`src/inc/aqs_pkg.sv`:
```
// Package for the queued converter status and channel decode block.
// Assumes one converter clock and an APB register slave.
package aqs_pkg;

    localparam logic [11:0] ADDR_STATUS  = 12'h000;
    localparam logic [11:0] ADDR_CONTROL = 12'h004;
    localparam logic [11:0] ADDR_MASK    = 12'h008;
    localparam logic [11:0] ADDR_PORTB   = 12'h00C;
    localparam logic [11:0] ADDR_EVSTAT  = 12'h010;

    localparam int BIT_DONE1  = 15;
    localparam int BIT_PAUSE1 = 14;
    localparam int BIT_DONE2  = 13;
    localparam int BIT_PAUSE2 = 12;
    localparam int BIT_TOR1   = 11;
    localparam int BIT_TOR2   = 10;

    localparam int CTL_DONE_IE1  = 0;
    localparam int CTL_PAUSE_IE1 = 1;
    localparam int CTL_DONE_IE2  = 2;
    localparam int CTL_PAUSE_IE2 = 3;
    localparam int CTL_MUX_MODE  = 4;
    localparam int CTL_PB_ANALOG = 5;

    localparam logic [15:0] STATUS_RESET  = 16'h0000;
    localparam logic [5:0]  CONTROL_RESET = 6'h00;
    localparam logic [3:0]  EVENT_RESET   = 4'h0;

    localparam logic [5:0] CHANNEL_SELECT_FIELD_PA0    = 6'h34;
    localparam logic [5:0] CHANNEL_SELECT_FIELD_PA1    = 6'h35;
    localparam logic [5:0] CHANNEL_SELECT_FIELD_PA3    = 6'h37;
    localparam logic [5:0] CHANNEL_SELECT_FIELD_PA4    = 6'h38;
    localparam logic [5:0] CHANNEL_SELECT_FIELD_VRL    = 6'h3C;
    localparam logic [5:0] CHANNEL_SELECT_FIELD_VRH    = 6'h3D;
    localparam logic [5:0] CHANNEL_SELECT_FIELD_VMID   = 6'h3E;
    localparam logic [5:0] CHANNEL_SELECT_FIELD_EOQ    = 6'h3F;

    typedef enum logic [3:0] {
        SRC_PORT_B   = 4'h1,
        SRC_PORT_A   = 4'h2,
        SRC_REF      = 4'h4,
        SRC_RESERVED = 4'h8
    } aqs_src_t;

    typedef struct packed {
        aqs_src_t   src;
        logic [2:0] index;
        logic [1:0] mux_addr;
        logic       end_of_queue;
    } aqs_channel_select_field_t;

    typedef struct packed {
        logic done;
        logic pause;
        logic trigger;
        logic active;
        logic suspended;
        logic gate_early;
        logic eoq_gated;
    } aqs_queue_ev_t;

endpackage : aqs_pkg

```
`src/verilog/aqs_status.sv`:
```
// Status flags, interrupt requests and channel decode of a queued converter.
// Assumes queue sequencers on pclk give one-cycle event pulses and levels.
// Functional notes
// Four port B pins act as analog inputs 0 to 3 or a 4-bit digital port.
// A queue's done flag (bits 15, 13) sets when its last word's result lands.
// A set done flag with its done interrupt enable at 1 requests an interrupt; the code also needs its mask_q bit at 1.
// Done flag clears only on reset or a 0 write after it was read as 1.
// Done flags update whether or not the interrupt is enabled.
// A queue's pause flag (bits 14, 12) sets after a pause word's result lands.
// Queue 1's pause flag also sets when the gate closes before end of queue.
// A set pause flag with pause enable at 1 requests an interrupt; same clear. The code also needs its mask_q bit at 1.
// Trigger overrun flags (bits 11, 10) set only while the queue is active.
// Overrun sets on an unexpected trigger or second gated end of queue.
// A queue 2 trigger while it is suspended sets its overrun flag too.
// Sample time codes 00 to 11 give 2, 4, 8 and 16 converter clocks.
// Direct mode maps codes 0-3 to port B and 52,53,55,56 to port A pins.
// Codes 60, 61, 62 convert the references; 63 marks end of queue.
// Mux mode maps port B by 000XX0 patterns and drives port A 0-1 as address; the code maps every 0X0XXX code to port B.
// Any unassigned channel code is reserved with an undefined result.
// Writing 1 to a done, pause or overrun flag leaves it unchanged.
//
// The register addresses and register access over APB were decided locally.
`timescale 1ns/1ps
module aqs_status
    import aqs_pkg::*;
(
    input  wire logic          pclk,
    input  wire logic          presetn,
    input  wire logic          psel,
    input  wire logic          penable,
    input  wire logic          pwrite,
    input  wire logic [11:0]   paddr,
    input  wire logic [31:0]   pwdata,
    output logic      [31:0]   prdata,
    output logic               pready,
    output logic               pslverr,
    input  wire aqs_queue_ev_t q1_ev,
    input  wire aqs_queue_ev_t q2_ev,
    input  wire logic [5:0]    channel_select_field,
    input  wire logic [1:0]    sample_time_select,
    output logic      [4:0]    sample_cycles,
    output aqs_channel_select_field_t          channel_select_field_decode,
    input  wire logic [3:0]    port_b_pin_i,
    input  wire logic [1:0]    port_a_mux_oe_unused,
    output logic      [1:0]    port_a_pin_o,
    output logic      [1:0]    port_a_pin_oe,
    output logic               irq
);

    logic [15:0]   status_q;
    logic [5:0]    control_q;
    logic [15:0]   mask_q;
    logic [5:0]    read_seen_q;
    logic [3:0]    pb_meta_q;
    logic [3:0]    pb_sync_q;
    logic [3:0]    event_q;
    logic [15:0]   set_vec;
    logic [15:0]   clr_vec;
    logic [15:0]   irq_src;
    logic          wr_en;
    logic          rd_en;
    logic          addr_ok;
    aqs_channel_select_field_t     channel_select_field_d;

    // Decode one channel code under the given multiplexing mode.
    function automatic aqs_channel_select_field_t decode_channel_select_field(input logic [5:0] code,
                                              input logic mux);
        aqs_channel_select_field_t r;
        r.src          = SRC_RESERVED;
        r.index        = 3'h0;
        r.mux_addr     = 2'h0;
        r.end_of_queue = 1'b0;
        // mux groups
        if (mux && code[5] == 1'b0 && code[3] == 1'b0)
        begin
            r.src      = SRC_PORT_B;
            r.index    = {1'b0, code[4], code[0]};
            r.mux_addr = code[2:1];
        end
        // direct port B
        else if (!mux && code[5:2] == 4'h0)
        begin
            r.src   = SRC_PORT_B;
            r.index = {1'b0, code[1:0]};
        end
        // port A inputs
        else if ((!mux && (code == CHANNEL_SELECT_FIELD_PA0 || code == CHANNEL_SELECT_FIELD_PA1))
                 || code == CHANNEL_SELECT_FIELD_PA3 || code == CHANNEL_SELECT_FIELD_PA4)
        begin
            r.src   = SRC_PORT_A;
            r.index = code[2:0];
        end
        // reference inputs
        else if (code == CHANNEL_SELECT_FIELD_VRL || code == CHANNEL_SELECT_FIELD_VRH || code == CHANNEL_SELECT_FIELD_VMID)
        begin
            r.src   = SRC_REF;
            r.index = code[2:0];
        end
        // end of queue
        else if (code == CHANNEL_SELECT_FIELD_EOQ)
        begin
            r.src          = SRC_REF;
            r.end_of_queue = 1'b1;
        end
        // reserved codes fall through as reserved.
        return r;
    endfunction : decode_channel_select_field

    assign addr_ok = (paddr == ADDR_STATUS) || (paddr == ADDR_CONTROL)
                     || (paddr == ADDR_MASK) || (paddr == ADDR_PORTB)
                     || (paddr == ADDR_EVSTAT);
    assign wr_en   = psel && penable && pwrite && addr_ok;
    assign rd_en   = psel && penable && !pwrite && addr_ok;
    assign pready  = 1'b1;
    assign pslverr = psel && penable && !addr_ok;

    always_comb
    begin
        set_vec = 16'h0000;
        // done on last result
        set_vec[BIT_DONE1]  = q1_ev.done;
        set_vec[BIT_DONE2]  = q2_ev.done;
        // pause events
        set_vec[BIT_PAUSE1] = q1_ev.pause || q1_ev.gate_early;
        set_vec[BIT_PAUSE2] = q2_ev.pause;
        // overrun while active
        set_vec[BIT_TOR1]   = q1_ev.active
                              && (q1_ev.trigger || q1_ev.eoq_gated);
        // suspended queue 2
        set_vec[BIT_TOR2]   = q2_ev.trigger
                              && (q2_ev.active || q2_ev.suspended);
    end

    always_comb
    begin
        clr_vec = 16'h0000;
        if (wr_en && paddr == ADDR_STATUS)
        begin
            // read-then-zero clear
            clr_vec[BIT_DONE1]  = read_seen_q[0] && !pwdata[BIT_DONE1];
            clr_vec[BIT_PAUSE1] = read_seen_q[1] && !pwdata[BIT_PAUSE1];
            clr_vec[BIT_DONE2]  = read_seen_q[2] && !pwdata[BIT_DONE2];
            clr_vec[BIT_PAUSE2] = read_seen_q[3] && !pwdata[BIT_PAUSE2];
            // zero write clears overrun
            clr_vec[BIT_TOR1]   = !pwdata[BIT_TOR1];
            clr_vec[BIT_TOR2]   = !pwdata[BIT_TOR2];
        end
    end

    // Flags set regardless of enables; a new event beats a clear.
    always_ff @(posedge pclk or negedge presetn)
    begin
        if (!presetn)
            status_q <= STATUS_RESET;
        else
            status_q <= set_vec | (status_q & ~clr_vec);
    end

    // Remembers which done and pause flags software saw as 1, so a blind zero write spares them.
    always_ff @(posedge pclk or negedge presetn)
    begin
        if (!presetn)
            read_seen_q <= 6'h00;
        else if (rd_en && paddr == ADDR_STATUS)
            read_seen_q <= {2'b00, status_q[BIT_PAUSE2], status_q[BIT_DONE2],
                            status_q[BIT_PAUSE1], status_q[BIT_DONE1]};
        else if (wr_en && paddr == ADDR_STATUS)
            read_seen_q <= 6'h00;
    end

    always_ff @(posedge pclk or negedge presetn)
    begin
        if (!presetn)
            control_q <= CONTROL_RESET;
        else if (wr_en && paddr == ADDR_CONTROL)
            control_q <= pwdata[5:0];
    end

    always_ff @(posedge pclk or negedge presetn)
    begin
        if (!presetn)
            mask_q <= 16'h0000;
        else if (wr_en && paddr == ADDR_MASK)
            mask_q <= pwdata[15:0];
    end

    // Queue 1 and 2 event trace, cleared by writing one.
    always_ff @(posedge pclk or negedge presetn)
    begin
        if (!presetn)
            event_q <= EVENT_RESET;
        else
            event_q <= {q2_ev.pause, q2_ev.done, q1_ev.pause, q1_ev.done}
                       | (event_q & ~((wr_en && paddr == ADDR_EVSTAT)
                                      ? pwdata[3:0] : 4'h0));
    end

    // Port B pins synchronised for the digital port.
    always_ff @(posedge pclk or negedge presetn)
    begin
        if (!presetn)
        begin
            pb_meta_q <= 4'h0;
            pb_sync_q <= 4'h0;
        end
        else
        begin
            pb_meta_q <= port_b_pin_i;
            pb_sync_q <= pb_meta_q;
        end
    end

    // Interrupt gating by enables, then by the generic mask.
    always_comb
    begin
        irq_src             = 16'h0000;
        irq_src[BIT_DONE1]  = control_q[CTL_DONE_IE1];
        irq_src[BIT_PAUSE1] = control_q[CTL_PAUSE_IE1];
        irq_src[BIT_DONE2]  = control_q[CTL_DONE_IE2];
        irq_src[BIT_PAUSE2] = control_q[CTL_PAUSE_IE2];
        irq_src[BIT_TOR1]   = 1'b1;
        irq_src[BIT_TOR2]   = 1'b1;
        irq_src             = irq_src & mask_q & status_q;
    end

    always_ff @(posedge pclk or negedge presetn)
    begin
        if (!presetn)
            irq <= 1'b0;
        else
            irq <= |irq_src;
    end

    assign channel_select_field_d = decode_channel_select_field(channel_select_field, control_q[CTL_MUX_MODE]);

    always_ff @(posedge pclk or negedge presetn)
    begin
        if (!presetn)
        begin
            channel_select_field_decode   <= '{SRC_RESERVED, 3'h0, 2'h0, 1'b0};
            sample_cycles <= 5'h02;
            port_a_pin_o  <= 2'h0;
            port_a_pin_oe <= 2'h0;
        end
        else
        begin
            channel_select_field_decode   <= channel_select_field_d;
            // sample time 2,4,8,16
            sample_cycles <= 5'(5'h02 << sample_time_select);
            // mux address pins
            port_a_pin_o  <= channel_select_field_d.mux_addr;
            port_a_pin_oe <= {2{control_q[CTL_MUX_MODE]}};
        end
    end

    always_comb
    begin
        prdata = 32'h0000_0000;
        if (rd_en)
        begin
            case (paddr)
                ADDR_STATUS:  prdata[15:0] = status_q;
                ADDR_CONTROL: prdata[5:0]  = control_q;
                ADDR_MASK:    prdata[15:0] = mask_q;
                ADDR_PORTB:   prdata[3:0]  = control_q[CTL_PB_ANALOG]
                                             ? 4'h0 : pb_sync_q;
                ADDR_EVSTAT:  prdata[3:0]  = event_q;
                default:      prdata       = 32'h0000_0000;
            endcase
        end
    end

endmodule : aqs_status
```
`config.mk`:
```
export PLATFORM = sky130hd
export DESIGN_NAME = aqs_status
export DESIGN_NICKNAME = d
export VERILOG_FILES = /design/src/inc/aqs_pkg.sv /design/src/verilog/aqs_status.sv
export SDC_FILE = /design/constraint.sdc
export NUM_CORES = 1
export LEC_CHECK = 0
export BUFFER_PORTS_ARGS = -buffer_cell sky130_fd_sc_hd__clkbuf_2
export CORE_MARGIN = 1
export CORE_UTILIZATION = 40
export CTS_CLUSTER_DIAMETER = 150
export CTS_CLUSTER_SIZE = 12
export DETAILED_ROUTE_END_ITERATION = 10
export GPL_TIMING_DRIVEN = 0
export PLACE_DENSITY_LB_ADDON = 0.3
export SYNTH_ARGS = -nofsm -noshare
export SYNTH_HDL_FRONTEND = slang
export SYNTH_SLANG_ARGS = --single-unit
```
`constraint.sdc`:
```
create_clock -name pclk -period 2.7 [get_ports pclk]
set_input_delay 0.27 -clock pclk [delete_from_list [all_inputs] [get_ports pclk]]
set_output_delay 0.27 -clock pclk [all_outputs]
set_load 0.01 [all_outputs]
```
==> results.txt <==
- The initial utilization of the core area, before any placement, comes to 0.419.
- Instance count of the mapped netlist: 248
* DR top layer: met4
- Worst Setup Start Kind: input port
- Of the available clock period, the critical path in the final layout requires 0.846.
* Mean number of vias per cell: 4.77
- Measured in cells, the most critical reg-to-reg path has a length of 4.
* Worst flop-to-flop path endpoint: channel_select_field_decode[3]
* FP Rows: 30
- In this design, the largest share of critical-path delay is due to buffers and inverters.
- Counting both buffers and inverters, the worst setup path holds a total of 3.
- Maximum number of pins on one net before global-route repair: 61
- IR Drop Worst-Case VDD: 0.000264 V
- The die is 86.8 um wide.
- Netlist area before placement: 0.00288 sq mm
- Summed over all cells, the static leakage comes to 1.88 nW.
* FF+latch count, synth: 60
- Layout cells sized above 1: 0.432
- CORE AREA: 0.00687 sq mm
- TritonCTS built the clock tree.
- Synthesized area divided by synthesized cell count: 11.6 sq um
- Setup Viol. Count Final: 0
- Among all stages on the critical path, the largest delay is contributed by sky130_fd_sc_hd__buf_1.
- Vias in the first global route: 2,040
- Flop2flop setup slack: 1360 ps
* Proportion of register bits with asynchronous set or reset after synthesis: 1.00
- For the worst setup path, the data arrival time is 2010 ps.
* Time the final worst path needs with I/O delays and setup: 2280 ps
* Die area: 0.00753 sq mm
- The min-delay analysis places its worst path in the category input port to async pin.
- Of all nets on the critical path, the largest fanout is 10.
- In this run the vertical extent of the chip is 86.8 um.
* Met3 wirelength from detailed routing: 389 um
- The pre-antenna-repair detailed-routing pass consisted of 4 iterations.
* Setup repair after global routing missed its margin: no
- In the final routing, the length of wire on met1 measures 2810 um.
- Clock skew: 6.73 ps
- Across every metal layer, demand over resource in global routing totals 0.174.
* Met2 Wirelength: 2920 um
- The initial antenna violation count is 0.
- Adding up every negative setup slack in the final design gives 0 ps.
* Clock transition at the registers of the reported paths: 60 ps
- The startpoint identified for the worst register-to-register timing path is control_q[4].
* Initial DRC count: 107
* Port bufs: 90
- The net count of the finished layout is 442.
* Max-cap violation count: 0
* Transition time at the pin with the least slew margin: 795 ps
- Setup CP Type: input port to output pin
- Total power for the finished layout comes to 1.73 mW.
* Post-Route WL: 6160 um
- Buffers inserted to repair hold after CTS numbered 0.
- The detail route stage leaves a number of antenna-violating nets equal to 0.
- For the worst-skew pair, the clock arrives at the later sink with an insertion delay of 320 ps.
- The number of antenna diodes in the final layout is 0.
- The run finished with clean final reports.
- Clock tree synthesis found a total of 60 sinks.
- Post-CTS setup buffer count: 0
- In the final routed layout, each cell accounts on average for 13.2 um.
- In this run the count of I/O pins placed on the die edge is 131.
- CTS built an H-tree with a depth of 3.
- In the routed design, unresolved DRC markers number 0.
- The cell sitting at the root of the clock tree is a sky130_fd_sc_hd__clkbuf_8.
* Library cells used by synthesis: 49
- Area Overhead vs Synth: 27.4%
- FMAX: 438 MHz
- Headroom to the max-slew limit came out at 0.470.
- Most numerous cell on the critical path: sky130_fd_sc_hd__clkbuf_2
- Cell-by-cell listing of the critical path: clkbuf_2, buf_1, nor2b_1, a22oi_1, nor4_1, clkbuf_2
- Once the clock tree was built, the resizer swapped 0 gates to a different size.
* Number of flops mapped to enable cells by yosys: 0
* Kind of end point of the critical path: output pin
- On the worst path, the slowest cell contributes a delay of 530 ps.
* Final Hold Vio Count: 0
* Yosys warning total: 0
- Data required time at the worst endpoint: 2430 ps
* Worst setup path startpoint: paddr[3]
* Global route total overflow: 0
- Number of buffers on the longest clock path: 2
- Power per Cell Area: 472 mW/mm^2
* Number of slew-limit violations in the final report: 0
- GP Congestion: 0.799
- The first global-routing pass estimated 9790 um of wire.
- TritonCTS Buffers: 9
- In the synthesized netlist the dominant register cell turns out to be sky130_fd_sc_hd__dfrtp_1.
* Sequential element share of the synthesized area: 0.523
- Across all layers, the routed design uses 2,224 vias.
- Placed wire-length estimate: 4720 um
[cell families after synthesis]
group | count (synthesis) | share of synthesized area
and+or+nand+nor | 81 | 0.168
buffers and inverters | 34 | 0.0757
xor gates and xnor gates | 1 | 0.00305
muxes | 33 | 0.140
AOI/OAI and AO/OA | 37 | 0.0879
other | 2 | 0.00261
DFF | 60 | 0.523
[cells in the mapped netlist (2+ instances only)]
library cell	number	area [sq um]
sky130_fd_sc_hd__nand4_1	3	18.8
sky130_fd_sc_hd__a32oi_1	4	35.0
sky130_fd_sc_hd__and2b_1	2	15.0
sky130_fd_sc_hd__o31a_1	2	17.5
sky130_fd_sc_hd__mux2i_1	6	60.1
sky130_fd_sc_hd__mux2_2	17	191
sky130_fd_sc_hd__clkbuf_1	3	11.3
sky130_fd_sc_hd__dfrtp_1	58	1450
sky130_fd_sc_hd__dfstp_2	2	52.6
sky130_fd_sc_hd__mux2_4	10	150
sky130_fd_sc_hd__buf_4	21	158
sky130_fd_sc_hd__a22oi_1	2	15.0
sky130_fd_sc_hd__a31oi_1	5	31.3
sky130_fd_sc_hd__nor2_1	19	71.3
sky130_fd_sc_hd__nand3_1	4	20.0
sky130_fd_sc_hd__nand2_1	13	48.8
sky130_fd_sc_hd__nor4_1	3	18.8
sky130_fd_sc_hd__o21ai_0	9	45.0
sky130_fd_sc_hd__inv_1	8	30.0
sky130_fd_sc_hd__nand2b_1	5	31.3
sky130_fd_sc_hd__a21oi_1	6	30.0
sky130_fd_sc_hd__and3_1	6	37.5
sky130_fd_sc_hd__conb_1	2	7.51
sky130_fd_sc_hd__a22o_1	4	35.0
sky130_fd_sc_hd__nor3_1	3	15.0
sky130_fd_sc_hd__nor2b_1	7	43.8
sky130_fd_sc_hd__nor3_2	2	20.0
[worst max-delay path by stage]
stage          slack [ps]  cells past startpoint         to
2_1_floorplan         840                      4  prdata[0]
3_3_place_gp          480                      6  prdata[0]
3_5_place_dp          460                      6  prdata[4]
4_1_cts               460                      6  prdata[4]
5_1_grt               250                      6  prdata[5]
6_report              420                      6  prdata[4]
[where the power goes]
| part | switching, mW | total [mW] | internal [mW] |
|---|---|---|---|
| logic | 0.0954 | 0.170 | 0.0749 |
| registers | 0.00430 | 0.919 | 0.915 |
| clock network | 0.309 | 0.639 | 0.329 |
[per-stage QoR]
stage	util	hold slack (ps)	cells	setup WS [ps]	area, sq um
final	0.533	51.2	466	415	3660
after global routing	0.533	30.6	466	250	3660
after CTS	0.533	26.3	466	456	3660
after detailed placement	0.511	336	450	461	3510
after global placement	0.511	333	450	481	3510
after floorplan	-	-25.6	264	841	2940
[routing by layer]
| layer | track usage | vias up |
|---|---|---|
| li1 | - | 1083 |
| met1 | 0.239 | 1047 |
| met2 | 0.259 | 88 |
| met3 | 0.0476 | 6 |
| met4 | 0.0712 | 0 |
| met5 | 0 | - |
[final cells by class]
cell class	count	area (sq um)
inverters	8	30.0
clock buffers	13	139
well taps	96	120
flip-flops and latches	60	1500
repair buffers	90	453
fillers	646	3210
clock inverters	3	15.0
multi-input cells	170	1210
plain buffers	26	188
[layout by cell type (no fill, tap or decap), types with 7 or more instances in the layout]
master	netlist	final
sky130_fd_sc_hd__clkbuf_8	0	9
sky130_fd_sc_hd__clkbuf_2	0	89
sky130_fd_sc_hd__clkbuf_1	3	7
sky130_fd_sc_hd__nand2_1	13	13
sky130_fd_sc_hd__nor2_1	19	19
sky130_fd_sc_hd__nor2b_1	7	7
sky130_fd_sc_hd__conb_1	2	18
sky130_fd_sc_hd__buf_4	21	21
sky130_fd_sc_hd__mux2_2	17	17
sky130_fd_sc_hd__o21ai_0	9	9
sky130_fd_sc_hd__mux2_4	10	10
sky130_fd_sc_hd__inv_1	8	8
sky130_fd_sc_hd__dfrtp_1	58	58
[sequential cells by signal, indices dropped and copies added (netlist names)]
name,count
sample_cycles,4
channel_select_field_decode,8
pb_sync_q,4
status_q,6
port_a_pin_o,2
read_seen_q,4
pb_meta_q,4
mask_q,16
irq,1
port_a_pin_oe,1
control_q,6
event_q,4
Note: power is estimated with default switching activity, not from simulation.
